--- src/hw/cie_pkg.sv ---
package cie_pkg;

    // Bus geometry
    localparam int AXI_AW = 8;
    localparam int AXI_DW = 32;
    localparam int AXI_SW = 4;

    // Register byte offsets
    localparam logic [7:0] REG_CMD = 8'h00;
    localparam logic [7:0] REG_STATUS = 8'h04;
    localparam logic [7:0] REG_ACC = 8'h08;
    localparam logic [7:0] REG_PAGE = 8'h0C;
    localparam logic [7:0] REG_PC = 8'h10;
    localparam logic [7:0] REG_WDT = 8'h14;
    localparam logic [7:0] REG_STACK = 8'h18;
    localparam logic [7:0] REG_FADDR = 8'h1C;
    localparam logic [7:0] REG_FDATA = 8'h20;
    localparam logic [7:0] REG_CYCLES = 8'h24;

    // Core widths
    localparam int FILE_AW = 7;
    localparam int DATA_W = 8;
    localparam int PC_W = 15;
    localparam int PAGE_W = 7;

    // Command register fields
    localparam int CMD_OPC_LSB = 0;
    localparam int CMD_F_LSB = 8;
    localparam int CMD_D_BIT = 16;

    // Status register bits and watchdog prescaler field position
    localparam int ST_Z_BIT = 0;
    localparam int ST_PD_BIT = 1;
    localparam int ST_TO_BIT = 2;
    localparam int ST_BUSY_BIT = 8;
    localparam int WDT_PRESC_LSB = 16;

    // Reset values
    localparam logic ST_Z_RST = 1'b0;
    localparam logic ST_PD_RST = 1'b1;
    localparam logic ST_TO_RST = 1'b1;

    // Opcodes
    localparam logic [3:0] OPC_NOP = 4'h0;
    localparam logic [3:0] OPC_WDT_CLEAR = 4'h1;
    localparam logic [3:0] OPC_ACC_CALL = 4'h2;
    localparam logic [3:0] OPC_COMPLEMENT = 4'h3;
    localparam logic [3:0] OPC_FILE_CLEAR = 4'h4;
    localparam logic [3:0] OPC_DECREMENT = 4'h5;
    localparam logic [3:0] OPC_ACC_CLEAR = 4'h6;
    localparam logic [3:0] OPC_DEC_SKIP = 4'h7;

    // Destination selector values
    localparam logic DEST_ACC = 1'b0;
    localparam logic DEST_FILE = 1'b1;

    // Bus responses
    localparam logic [1:0] RESP_OKAY = 2'h0;
    localparam logic [1:0] RESP_SLVERR = 2'h2;

    // One decoded instruction
    typedef struct packed {
        logic [3:0] opcode;
        logic [FILE_AW-1:0] faddr;
        logic dest;
    } cie_instr_t;

    // Execution sequencer states
    typedef enum logic [1:0] {
        EX_IDLE,
        EX_FETCH,
        EX_EXEC,
        EX_SECOND
    } cie_state_t;

endpackage

--- src/hw/cie_core.sv ---
// Implementation choices: register access over AXI4-Lite and the register offsets.
`timescale 1ns/1ns
// Executes single instructions issued through the command register
module cie_core #(
    parameter int WDT_W = 8,
    parameter int PRESC_W = 8
) (
    input wire logic I_CORE_CLK,
    input wire logic I_NRST,
    input wire logic [cie_pkg::AXI_AW-1:0] I_S_AXI_AWADDR,
    input wire logic I_S_AXI_AWVALID,
    output logic O_S_AXI_AWREADY,
    input wire logic [cie_pkg::AXI_DW-1:0] I_S_AXI_WDATA,
    input wire logic [cie_pkg::AXI_SW-1:0] I_S_AXI_WSTRB,
    input wire logic I_S_AXI_WVALID,
    output logic O_S_AXI_WREADY,
    output logic [1:0] O_S_AXI_BRESP,
    output logic O_S_AXI_BVALID,
    input wire logic I_S_AXI_BREADY,
    input wire logic [cie_pkg::AXI_AW-1:0] I_S_AXI_ARADDR,
    input wire logic I_S_AXI_ARVALID,
    output logic O_S_AXI_ARREADY,
    output logic [cie_pkg::AXI_DW-1:0] O_S_AXI_RDATA,
    output logic [1:0] O_S_AXI_RRESP,
    output logic O_S_AXI_RVALID,
    input wire logic I_S_AXI_RREADY,
    output logic O_STACK_PUSH,
    output logic [cie_pkg::PC_W-1:0] O_STACK_TOP
);
    import cie_pkg::*;

    // Byte-lane merge, used by every writable register
    function automatic logic [AXI_DW-1:0] merge_strb(input logic [AXI_DW-1:0] old_v,
                                                     input logic [AXI_DW-1:0] new_v,
                                                     input logic [AXI_SW-1:0] strb);
        logic [AXI_DW-1:0] res;
        res = old_v;
        for (int i = 0; i < AXI_SW; i++) begin
            if (strb[i]) begin
                res[i*8 +: 8] = new_v[i*8 +: 8];
            end
        end
        return res;
    endfunction

    // Mapped offsets
    function automatic logic addr_mapped(input logic [AXI_AW-1:0] a);
        return (a == REG_CMD) || (a == REG_STATUS) || (a == REG_ACC) || (a == REG_PAGE)
            || (a == REG_PC) || (a == REG_WDT) || (a == REG_STACK) || (a == REG_FADDR)
            || (a == REG_FDATA) || (a == REG_CYCLES);
    endfunction

    // Opcodes that read a file register operand
    function automatic logic uses_file(input logic [3:0] op);
        return (op == OPC_COMPLEMENT) || (op == OPC_DECREMENT) || (op == OPC_DEC_SKIP);
    endfunction

    // Write channel capture
    logic aw_full_reg; // Address held
    logic [AXI_AW-1:0] aw_addr_reg;
    logic w_full_reg; // Data held
    logic [AXI_DW-1:0] w_data_reg;
    logic [AXI_SW-1:0] w_strb_reg;
    logic wr_do; // Apply the write this cycle
    logic [AXI_DW-1:0] wr_val; // Merged into old value
    logic [AXI_DW-1:0] wr_old; // Current value at write address
    // Read channel capture
    logic ar_full_reg;
    logic [AXI_AW-1:0] ar_addr_reg;
    logic rd_do;
    logic settle_reg; // Memory read data not yet valid
    logic [AXI_DW-1:0] rd_data;
    // Core state
    cie_state_t state_reg;
    cie_instr_t instr_reg;
    logic [AXI_DW-1:0] cmd_reg;
    logic [DATA_W-1:0] acc_reg;
    logic [PAGE_W-1:0] page_reg;
    logic [PC_W-1:0] pc_reg;
    logic z_reg;
    logic pd_reg;
    logic to_reg;
    logic [WDT_W-1:0] wdt_reg;
    logic [PRESC_W-1:0] presc_reg;
    logic [FILE_AW-1:0] faddr_reg;
    logic [AXI_DW-1:0] cycles_reg;
    // Memory ports
    logic mem_we;
    logic [FILE_AW-1:0] mem_waddr;
    logic [DATA_W-1:0] mem_wdata;
    logic [FILE_AW-1:0] mem_raddr;
    logic [DATA_W-1:0] mem_rdata;
    // Execution results
    logic [DATA_W-1:0] ex_res;
    logic ex_wr_file;
    logic ex_wr_acc;
    logic ex_z_upd;
    logic ex_wdt_clr;
    logic ex_second; // Needs a second instruction cycle
    logic in_exec;
    logic start;
    logic timeout;

    assign in_exec = (state_reg == EX_EXEC);
    assign start = wr_do && (aw_addr_reg == REG_CMD);
    // Writes and reads wait for an idle core so the file array has one user
    assign wr_do = aw_full_reg && w_full_reg && !O_S_AXI_BVALID && (state_reg == EX_IDLE);
    assign rd_do = ar_full_reg && !O_S_AXI_RVALID && (state_reg == EX_IDLE) && !settle_reg;
    assign timeout = (&presc_reg) && (&wdt_reg);

    // Write address channel
    always_ff @(posedge I_CORE_CLK) begin
        if (!I_NRST) begin
            aw_full_reg <= 1'b0;
            aw_addr_reg <= '0;
            O_S_AXI_AWREADY <= 1'b0;
        end else if (O_S_AXI_AWREADY && I_S_AXI_AWVALID) begin
            aw_full_reg <= 1'b1;
            aw_addr_reg <= I_S_AXI_AWADDR;
            O_S_AXI_AWREADY <= 1'b0;
        end else if (wr_do) begin
            aw_full_reg <= 1'b0;
            O_S_AXI_AWREADY <= 1'b1;
        end else begin
            O_S_AXI_AWREADY <= !aw_full_reg;
        end
    end

    // Write data channel
    always_ff @(posedge I_CORE_CLK) begin
        if (!I_NRST) begin
            w_full_reg <= 1'b0;
            w_data_reg <= '0;
            w_strb_reg <= '0;
            O_S_AXI_WREADY <= 1'b0;
        end else if (O_S_AXI_WREADY && I_S_AXI_WVALID) begin
            w_full_reg <= 1'b1;
            w_data_reg <= I_S_AXI_WDATA;
            w_strb_reg <= I_S_AXI_WSTRB;
            O_S_AXI_WREADY <= 1'b0;
        end else if (wr_do) begin
            w_full_reg <= 1'b0;
            O_S_AXI_WREADY <= 1'b1;
        end else begin
            O_S_AXI_WREADY <= !w_full_reg;
        end
    end

    // Write response, unmapped offsets answer with an error
    always_ff @(posedge I_CORE_CLK) begin
        if (!I_NRST) begin
            O_S_AXI_BVALID <= 1'b0;
            O_S_AXI_BRESP <= RESP_OKAY;
        end else if (wr_do) begin
            O_S_AXI_BVALID <= 1'b1;
            O_S_AXI_BRESP <= addr_mapped(aw_addr_reg) ? RESP_OKAY : RESP_SLVERR;
        end else if (I_S_AXI_BREADY) begin
            O_S_AXI_BVALID <= 1'b0;
        end
    end

    // Read address channel
    always_ff @(posedge I_CORE_CLK) begin
        if (!I_NRST) begin
            ar_full_reg <= 1'b0;
            ar_addr_reg <= '0;
            O_S_AXI_ARREADY <= 1'b0;
        end else if (O_S_AXI_ARREADY && I_S_AXI_ARVALID) begin
            ar_full_reg <= 1'b1;
            ar_addr_reg <= I_S_AXI_ARADDR;
            O_S_AXI_ARREADY <= 1'b0;
        end else if (rd_do) begin
            ar_full_reg <= 1'b0;
            O_S_AXI_ARREADY <= 1'b1;
        end else begin
            O_S_AXI_ARREADY <= !ar_full_reg;
        end
    end

    // Hold reads one cycle after a write or execution, array output lags
    always_ff @(posedge I_CORE_CLK) begin
        if (!I_NRST) begin
            settle_reg <= 1'b1;
        end else begin
            settle_reg <= wr_do || (state_reg != EX_IDLE);
        end
    end

    // Read mux
    always_comb begin
        rd_data = '0;
        case (ar_addr_reg)
            REG_CMD: rd_data = cmd_reg;
            REG_STATUS: begin
                rd_data[ST_Z_BIT] = z_reg;
                rd_data[ST_PD_BIT] = pd_reg;
                rd_data[ST_TO_BIT] = to_reg;
                rd_data[ST_BUSY_BIT] = (state_reg != EX_IDLE);
            end
            REG_ACC: rd_data[DATA_W-1:0] = acc_reg;
            REG_PAGE: rd_data[PAGE_W-1:0] = page_reg;
            REG_PC: rd_data[PC_W-1:0] = pc_reg;
            REG_WDT: begin
                rd_data[WDT_W-1:0] = wdt_reg;
                rd_data[WDT_PRESC_LSB +: PRESC_W] = presc_reg;
            end
            REG_STACK: rd_data[PC_W-1:0] = O_STACK_TOP;
            REG_FADDR: rd_data[FILE_AW-1:0] = faddr_reg;
            REG_FDATA: rd_data[DATA_W-1:0] = mem_rdata;
            REG_CYCLES: rd_data = cycles_reg;
            default: rd_data = '0;
        endcase
    end

    // Read response
    always_ff @(posedge I_CORE_CLK) begin
        if (!I_NRST) begin
            O_S_AXI_RVALID <= 1'b0;
            O_S_AXI_RDATA <= '0;
            O_S_AXI_RRESP <= RESP_OKAY;
        end else if (rd_do) begin
            O_S_AXI_RVALID <= 1'b1;
            O_S_AXI_RDATA <= rd_data;
            O_S_AXI_RRESP <= addr_mapped(ar_addr_reg) ? RESP_OKAY : RESP_SLVERR;
        end else if (I_S_AXI_RREADY) begin
            O_S_AXI_RVALID <= 1'b0;
        end
    end

    // Old value of the addressed register for byte merging
    always_comb begin
        wr_old = '0;
        case (aw_addr_reg)
            REG_CMD: wr_old = cmd_reg;
            REG_ACC: wr_old[DATA_W-1:0] = acc_reg;
            REG_PAGE: wr_old[PAGE_W-1:0] = page_reg;
            REG_PC: wr_old[PC_W-1:0] = pc_reg;
            REG_FADDR: wr_old[FILE_AW-1:0] = faddr_reg;
            REG_FDATA: wr_old[DATA_W-1:0] = mem_rdata;
            REG_STATUS: begin
                wr_old[ST_Z_BIT] = z_reg;
                wr_old[ST_PD_BIT] = pd_reg;
                wr_old[ST_TO_BIT] = to_reg;
            end
            default: wr_old = '0;
        endcase
        wr_val = merge_strb(wr_old, w_data_reg, w_strb_reg);
    end

    // Execution datapath
    always_comb begin
        ex_res = '0;
        ex_wr_file = 1'b0;
        ex_wr_acc = 1'b0;
        ex_z_upd = 1'b0;
        ex_wdt_clr = 1'b0;
        ex_second = 1'b0;
        case (instr_reg.opcode)
            OPC_WDT_CLEAR: ex_wdt_clr = 1'b1;
            OPC_ACC_CALL: ex_second = 1'b1;
            OPC_COMPLEMENT: begin
                ex_res = ~mem_rdata;
                ex_wr_file = (instr_reg.dest == DEST_FILE);
                ex_wr_acc = (instr_reg.dest == DEST_ACC);
                ex_z_upd = 1'b1;
            end
            OPC_FILE_CLEAR: begin
                ex_res = '0;
                ex_wr_file = 1'b1;
                ex_z_upd = 1'b1;
            end
            OPC_DECREMENT: begin
                ex_res = mem_rdata - DATA_W'(1);
                ex_wr_file = (instr_reg.dest == DEST_FILE);
                ex_wr_acc = (instr_reg.dest == DEST_ACC);
                ex_z_upd = 1'b1;
            end
            OPC_ACC_CLEAR: begin
                ex_res = '0;
                ex_wr_acc = 1'b1;
                ex_z_upd = 1'b1;
            end
            OPC_DEC_SKIP: begin
                ex_res = mem_rdata - DATA_W'(1);
                ex_wr_file = (instr_reg.dest == DEST_FILE);
                ex_wr_acc = (instr_reg.dest == DEST_ACC);
                ex_second = (ex_res == '0);
            end
            default: ex_res = '0; // No-operation and unknown codes
        endcase
    end

    // Sequencer: fetch operand, execute, optional second cycle
    always_ff @(posedge I_CORE_CLK) begin
        if (!I_NRST) begin
            state_reg <= EX_IDLE;
        end else begin
            case (state_reg)
                EX_IDLE: if (start) state_reg <= EX_FETCH;
                EX_FETCH: state_reg <= EX_EXEC;
                EX_EXEC: state_reg <= ex_second ? EX_SECOND : EX_IDLE;
                EX_SECOND: state_reg <= EX_IDLE;
                default: state_reg <= EX_IDLE;
            endcase
        end
    end

    // Command register and decoded instruction
    always_ff @(posedge I_CORE_CLK) begin
        if (!I_NRST) begin
            cmd_reg <= '0;
            instr_reg <= '0;
        end else if (start) begin
            cmd_reg <= wr_val;
            instr_reg.opcode <= wr_val[CMD_OPC_LSB +: 4];
            instr_reg.faddr <= wr_val[CMD_F_LSB +: FILE_AW];
            instr_reg.dest <= wr_val[CMD_D_BIT];
        end
    end

    // Working accumulator, one writer at a time since writes wait for idle
    always_ff @(posedge I_CORE_CLK) begin
        if (!I_NRST) begin
            acc_reg <= '0;
        end else if (in_exec && ex_wr_acc) begin
            acc_reg <= ex_res;
        end else if (wr_do && aw_addr_reg == REG_ACC) begin
            acc_reg <= wr_val[DATA_W-1:0];
        end
    end

    // Page latch and file window address
    always_ff @(posedge I_CORE_CLK) begin
        if (!I_NRST) begin
            page_reg <= '0;
            faddr_reg <= '0;
        end else if (wr_do) begin
            if (aw_addr_reg == REG_PAGE) page_reg <= wr_val[PAGE_W-1:0];
            if (aw_addr_reg == REG_FADDR) faddr_reg <= wr_val[FILE_AW-1:0];
        end
    end

    // Program counter
    always_ff @(posedge I_CORE_CLK) begin
        if (!I_NRST) begin
            pc_reg <= '0;
        end else if (in_exec) begin
            if (instr_reg.opcode == OPC_ACC_CALL) begin
                pc_reg <= {page_reg, acc_reg};
            end else begin
                pc_reg <= pc_reg + PC_W'(1);
            end
        end else if (state_reg == EX_SECOND && instr_reg.opcode == OPC_DEC_SKIP) begin
            pc_reg <= pc_reg + PC_W'(1); // Step over the discarded instruction
        end else if (wr_do && aw_addr_reg == REG_PC) begin
            pc_reg <= wr_val[PC_W-1:0];
        end
    end

    // Return address to the stack, pulse plus held value
    always_ff @(posedge I_CORE_CLK) begin
        if (!I_NRST) begin
            O_STACK_PUSH <= 1'b0;
            O_STACK_TOP <= '0;
        end else begin
            O_STACK_PUSH <= in_exec && (instr_reg.opcode == OPC_ACC_CALL);
            if (in_exec && instr_reg.opcode == OPC_ACC_CALL) begin
                O_STACK_TOP <= pc_reg + PC_W'(1);
            end
        end
    end

    // Status flags; hardware events beat a software write in the same cycle
    always_ff @(posedge I_CORE_CLK) begin
        if (!I_NRST) begin
            z_reg <= ST_Z_RST;
            pd_reg <= ST_PD_RST;
            to_reg <= ST_TO_RST;
        end else begin
            if (wr_do && aw_addr_reg == REG_STATUS) begin
                z_reg <= wr_val[ST_Z_BIT];
                pd_reg <= wr_val[ST_PD_BIT];
                to_reg <= wr_val[ST_TO_BIT];
            end
            if (in_exec && ex_z_upd) begin
                z_reg <= (ex_res == '0);
            end
            if (timeout) begin
                to_reg <= 1'b0; // Watchdog expiry, active-low flag
            end
            if (in_exec && ex_wdt_clr) begin
                to_reg <= 1'b1;
                pd_reg <= 1'b1;
            end
        end
    end

    // Watchdog prescaler and counter; expiry wraps and keeps counting
    always_ff @(posedge I_CORE_CLK) begin
        if (!I_NRST) begin
            wdt_reg <= '0;
            presc_reg <= '0;
        end else if (in_exec && ex_wdt_clr) begin
            wdt_reg <= '0;
            presc_reg <= '0;
        end else begin
            presc_reg <= presc_reg + PRESC_W'(1);
            if (&presc_reg) wdt_reg <= wdt_reg + WDT_W'(1);
        end
    end

    // Instruction cycles retired
    always_ff @(posedge I_CORE_CLK) begin
        if (!I_NRST) begin
            cycles_reg <= '0;
        end else if (in_exec || state_reg == EX_SECOND) begin
            cycles_reg <= cycles_reg + AXI_DW'(1);
        end
    end

    // File array port steering
    always_comb begin
        mem_raddr = (state_reg == EX_IDLE) ? faddr_reg : instr_reg.faddr;
        mem_we = 1'b0;
        mem_waddr = faddr_reg;
        mem_wdata = wr_val[DATA_W-1:0];
        if (in_exec && ex_wr_file) begin
            mem_we = 1'b1;
            mem_waddr = instr_reg.faddr;
            mem_wdata = ex_res;
        end else if (wr_do && aw_addr_reg == REG_FDATA) begin
            mem_we = 1'b1;
        end
    end

    cie_file_mem #(
        .AW(FILE_AW),
        .DW(DATA_W)
    ) u_file_mem (
        .i_clk(I_CORE_CLK),
        .i_nrst(I_NRST),
        .i_we(mem_we),
        .i_waddr(mem_waddr),
        .i_wdata(mem_wdata),
        .i_raddr(mem_raddr),
        .o_rdata(mem_rdata)
    );
endmodule // cie_core

--- src/hw/cie_file_mem.sv ---
`timescale 1ns/1ns
// File register array with registered read data
module cie_file_mem #(
    parameter int AW = 7,
    parameter int DW = 8
) (
    input wire logic i_clk,
    input wire logic i_nrst,
    input wire logic i_we,
    input wire logic [AW-1:0] i_waddr,
    input wire logic [DW-1:0] i_wdata,
    input wire logic [AW-1:0] i_raddr,
    output logic [DW-1:0] o_rdata
);
    logic [DW-1:0] mem_reg [0:(1<<AW)-1]; // Storage, no reset on purpose

    // Write port
    always_ff @(posedge i_clk) begin
        if (i_we) begin
            mem_reg[i_waddr] <= i_wdata;
        end
    end

    // Read port, one cycle of latency
    always_ff @(posedge i_clk) begin
        if (!i_nrst) begin
            o_rdata <= '0;
        end else begin
            o_rdata <= mem_reg[i_raddr];
        end
    end
endmodule // cie_file_mem

--- config.mk ---
export PLATFORM = sky130hd
export DESIGN_NAME = cie_core
export DESIGN_NICKNAME = d
export VERILOG_FILES = /design/src/hw/cie_pkg.sv /design/src/hw/cie_core.sv /design/src/hw/cie_file_mem.sv
export SDC_FILE = /design/constraint.sdc
export NUM_CORES = 2
export LEC_CHECK = 0
export BUFFER_PORTS_ARGS = -buffer_cell sky130_fd_sc_hd__buf_4
export CORE_ASPECT_RATIO = 1.75
export CORE_MARGIN = 4
export CORE_UTILIZATION = 45
export CTS_BUF_LIST = sky130_fd_sc_hd__clkbuf_4 sky130_fd_sc_hd__clkbuf_8
export DETAILED_ROUTE_END_ITERATION = 8
export PLACE_DENSITY = 0.67
export SLEW_MARGIN = 25
export SYNTH_ARGS = -nofsm -noshare
export SYNTH_HDL_FRONTEND = slang
export SYNTH_SLANG_ARGS = --single-unit
export TNS_END_PERCENT = 50
--- constraint.sdc ---
create_clock -name I_CORE_CLK -period 13.3 [get_ports I_CORE_CLK]
set_input_delay 0.665 -clock I_CORE_CLK [delete_from_list [all_inputs] [get_ports I_CORE_CLK]]
set_output_delay 0.665 -clock I_CORE_CLK [all_outputs]
set_load 0.02 [all_outputs]
# Yosys cells after proc, flatten, opt, wreduce, memory -nomap -nowiden
# Memory sizes are Yosys's and may differ from the RTL's. A register that Yosys moved wholly into a read port is not among the register bits.
# Cells that the tools add are included.
# totals
word_cells	211
ramBits	1024
memories	1
reg_bits	247
out_inout_bits	57
inputBits	59
# classes
n_eq_ne	32
reduce_logical	77
bitwise_logic	3
n_addsub	5
n_mux	57
# memory_table
memory	words	width	read_ports	rd_clocked_by_memory_dff	write_ports	line_no	source
u_file_mem.mem_reg	128	8	1	1	1	cie_file_mem.sv:15	logic [DW-1:0] mem_reg [0:(1<<AW)-1];
# ops
op	count
8-bit by 5-bit equality test with 1-bit output (second input constant)	8
15-bit 2-to-1 mux	4
8-bit 2-to-1 mux	7
4-bit case mux with 9 select lines	1
32-bit by 1-bit adder with 32-bit output (second input constant)	1
8-bit by 4-bit equality test with 1-bit output (second input constant)	4
8-bit by 6-bit equality test with 1-bit output (second input constant)	4
8-bit logical NOT	4
8-bit case mux with 2 select lines	2
3-bit case mux with 10 select lines	1
4-bit case mux with 6 select lines	1
6-bit case mux with 4 select lines	1
8-bit case mux with 3 select lines	1
1-bit 2-to-1 mux	22
1-bit logical AND	21
3-bit case mux with 7 select lines	1
1-bit logical OR	20
2-bit nonzero test	9
17-bit 2-to-1 mux	1
8-bit by 1-bit adder with 8-bit output (second input constant)	2
4-bit by 3-bit equality test with 1-bit output (second input constant)	4
8-bit by 3-bit equality test with 1-bit output (second input constant)	2
8-bit AND reduction	2
15-bit by 1-bit adder with 15-bit output (second input constant)	1
23 further kinds	50

# Longest topological paths before layout
# logic_depth
ltp_word	11
depth_mapped	13
mapped_depth_nobuf	10

# Modules after synthesis
# From an unflattened synthesis, not the netlist that was laid out.
# hier_totals
hier_cells	3520
area_unflattened_um2	52056.2
# by_module_without_submodules
mod	n_inst	area_each_um2	cells_per_inst	seq_area_each_um2
cie_file_mem	1	40277.4	2041	30909.6
cie_core	1	11778.8	1479	4664.5

# Worst setup path before layout
# No wires, ideal clock.
# synth_path
kind	register to register
start	reg state_reg[0]
end	mem u_file_mem.mem_reg[0][5], data pin
setup_slack_ps	5555
n_path_buf	4
stages_incl_launch_ff	9
synth_period_minus_slack_ps	7745
setup_ps	1197
required_ps	12103
t_arrival_ps	6548
path_cell_list	dfxtp_1 > buf_2 > nand2b_1 > clkbuf_1 > nor2_1 > nand4_1 > clkbuf_1 > clkbuf_1 > o21ai_0
# synth_via
elab_chain_cells	3
# synth_rtl
item	line_no	source
start, declared	cie_core.sv:74	cie_state_t state_reg;
start signal, assigned	cie_core.sv:301	EX_EXEC: state_reg <= ex_second ? EX_SECOND : EX_IDLE;
2-bit equality test	cie_core.sv:104	assign in_exec = (state_reg == EX_EXEC);
1-bit logical AND	cie_core.sv:427	if (in_exec && ex_wr_file) begin
8-bit 2-to-1 mux	cie_core.sv:427	
via mem_wdata[5]	cie_core.sv:90	logic [DATA_W-1:0] mem_wdata;
end, declared	cie_file_mem.sv:15	
# The timed path passes the listed nets, and every way through them passes these cells.

# Worst setup path in the final report
# layout_path
start	reg state_reg[1]
end	reg u_file_mem.o_rdata[7], read port of u_file_mem.mem_reg
# layout_via
elab_chain_cells	2
# layout_rtl
item	line_no	source
2-bit logical NOT	cie_core.sv:423	mem_raddr = (state_reg == EX_IDLE) ? faddr_reg : instr_reg.faddr;
7-bit 2-to-1 mux	cie_core.sv:423	
end, declared	cie_file_mem.sv:13	output logic [DW-1:0] o_rdata
# No other way between the ends.
# A chain may end at the register's enable or synchronous reset.

==> summary.txt <==
Synth top area cells: edfxtp_1, dfxtp_1, nand2_1
GR Util All Layers: 26.5%
Post-cts resize count: 0
Top_reg_cell synth: edfxtp_1
Post-synth top area cell: edfxtp_1
Power Total: 7.51 mW
Final worst path period share: 35.0%
Initial antenna violation count: 8
Flop2flop setup slack: 8.65 ns
Mean post-synth cell area: 12.4 µm²
YS warnings: 0
Pwr dens: 129 nW/µm²
FP Rows: 165
FF+latch area: 35600 µm²
Final setup viols: 0
Fill count: 9816
Pre-CTS setup slack: 8.78 ns
Detailed-route DRC error count: 0
Placed standard-cell area: 54500 µm²
VDD IR max: 0.0954 mV
Crit path kind: reg -> reg
Fmax: 0.215 GHz
Sw Share: 21.4%
Post-synthesis async set-or-reset flop share: 0%
Syn Inst Count: 4224
Rel. slew slack: 27.0%
Post-synthesis sequential area ratio: 68.1%
Reg power frac: 57.1%
Die Y-Extent: 459 µm
Comb pwr share: 2.4%
Vias: 35412
Post-synth EDFFs: 1024
Post-route cell area: 58300 µm²
Status: finished, final reports clean
R2R Path Start: state_reg[1]$_SDFFE_PN0P_
HP Start: I_S_AXI_AWADDR[3]
HPWL Detailed: 107000 µm
Max FFs per register: 1024
Die width: 265 µm
Synth cell count leaders: edfxtp_1, nand2_1, dfxtp_1, nor2_1, clkbuf_1
CP max-delay cell: and2_4
CP Data Required Time: 14.03 ns
Skew-Pair Late Insertion Delay: 0.89 ns
H-tree depth: 4
Register bit total from synthesis: 1265
Die area: 122000 µm²
Layout cells sized above 1: 12.5%
Initial core utilization: 45.2%
CTS Buf Count: 169
Wirelength per Cell: 27.5 µm
Pin count of the biggest net entering global routing: 185
Leakage: 19.7 nW
Total clock sinks: 1265
CP arrival: 5.38 ns
Clk pwr share: 40.4%
Worst Setup SP: state_reg[1]$_SDFFE_PN0P_
Family with the most delay on the worst path: simple AND/OR/NAND/NOR gates
Hold buffer count at CTS: 20
Fin Setup TNS: 0 ns
Startpoint types: flip-flop
Area of the multi-input gates: 15600 µm²
Antenna-violating nets left: 0
Sw Pwr: 1.60 mW
# port buffers: 113
Max Root-Sink Buffers: 3
WL final: 164000 µm
Worst path cell trace: buf_4 -> o21ai_0 -> and2_4 -> buf_12 -> mux2i_1 -> a32oi_1 -> nand4_1 -> nand4_1 -> nor4_1 -> o22ai_1
Crit-path max FO: 184
CP endpoint kind: flip-flop
CP peak stage delay: 0.69 ns
Critical Path Stages: 10
Post-CTS setup buffer count: 0
Min Clock Period, post-route: 4.65 ns
Reg2reg end: u_file_mem.o_rdata[7]$_SDFF_PN0_
Critical path capture point: u_file_mem.o_rdata[7]$_SDFF_PN0_
Vias in the first global route: 35318
Total core area: 115000 µm²
GRT Residual Overflow: 0
Slew @ Worst Pin: 1.09 ns
Drt first pass iters: 6
Reg clk slew, reported paths: 0.07 ns
Fin cells: 5957
CP bufs+invs: 2
Max-slew violations: 0
CTS tree: done
Synth-to-Final Area Change: 11.6%
Initial DRC Count: 3416
Vias per cell: 5.94
Synthesized cell area: 52200 µm²
Yosys cell types: 82
Top cell type's share of synthesized area: 58.9%
First-pass GRT wire length: 237000 µm
CTS Root Cell: clkbuf_8
Internal: 5.91 mW
Worst Hold Class: in -> reg
Placed cells: 5626
R2R depth: 10
Most frequent CP cell: nand4_1
Final Skew: 0.0321 ns
Max Cap Violations: 0
Setup ws final: 8.65 ns
Layout Utilization: 50.5%
Routability cong.: 1.02
Hold WS: 0.0642 ns
Unrepaired setup endpoints after global routing: false
Layout net count: 4380
Final hold vios: 0
Most frequent cell after synthesis: edfxtp_1
Io pins: 116
-- worst min path at each step --
stage                                        to  slack (ns)  depth (start not counted)
global placement    w_data_reg[24]$_SDFFE_PN0P_        0.45                          2
floorplan            w_data_reg[5]$_SDFFE_PN0P_        0.44                          2
finish              aw_addr_reg[3]$_SDFFE_PN0P_        0.06                          3
CTS                 w_data_reg[28]$_SDFFE_PN0P_     0.00005                          3
global route        w_data_reg[28]$_SDFFE_PN0P_        0.03                          3
detailed placement  w_data_reg[26]$_SDFFE_PN0P_        0.46                          2
-- worst reg2reg max path: cells and delay by family (launching register included) --
kind                   cells  cell delay (ns)
and+or+nand+nor            4             1.97
DFF                        1             0.31
buffers and inverters      2             0.90
muxes                      1             0.57
AOI/OAI and AO/OA          3             0.77
-- cells in the final DEF (no fill, tap or decap), types with 87 or more instances in the layout --
| master | netlist | final |
|---|---|---|
| nor2_1 | 241 | 232 |
| edfxtp_1 | 1024 | 1024 |
| a21oi_1 | 151 | 149 |
| dfxtp_1 | 241 | 241 |
| a21boi_0 | 87 | 87 |
| nand2_1 | 886 | 881 |
| clkbuf_8 | 0 | 183 |
| mux2i_1 | 186 | 185 |
| buf_4 | 10 | 187 |
| nand3_1 | 187 | 185 |
-- kinds of logic after synthesis --
group,share of synthesized area [%]
compound gates,9.50
xor+xnor,0.889
fa+ha+maj,0.144
buf+inv,2.50
flops,68.1
mux,4.71
other cells,0.00718
simple gates,14.1
-- cell type report --
class / count / area share, %
Sequential cell: 1265 / 61.1
Multi-Input combinational cell: 2648 / 26.7
Clock buffer: 222 / 4.83
Tap cell: 1503 / 3.23
Timing Repair Buffer: 209 / 2.82
Clock inverter: 81 / 1.17
Inverter: 22 / 0.142
Antenna cell: 7 / 0.0301
-- power by group through the flow --
stage	registers [mW]	logic, mW	clock network (mW)
2_1_floorplan	4.38	0.0936	0
3_3_place_gp	4.38	0.173	0
3_5_place_dp	4.38	0.175	0
4_1_cts	4.29	0.181	3.08
5_1_grt	4.29	0.195	3.25
6_report	4.29	0.182	3.04
-- layer usage --
metal  wire length, µm  vias up  share of wire (%)  GRT usage (%)
met5                 0        -                  0              0
met4             19000        0                 12           25.1
met3             10300      570                6.3           5.49
met2             82300     1608                 50           45.5
met1             52100    17418                 32           26.2
li1                  -    15816                  -              -
Note: power is estimated with default switching activity, not from simulation.
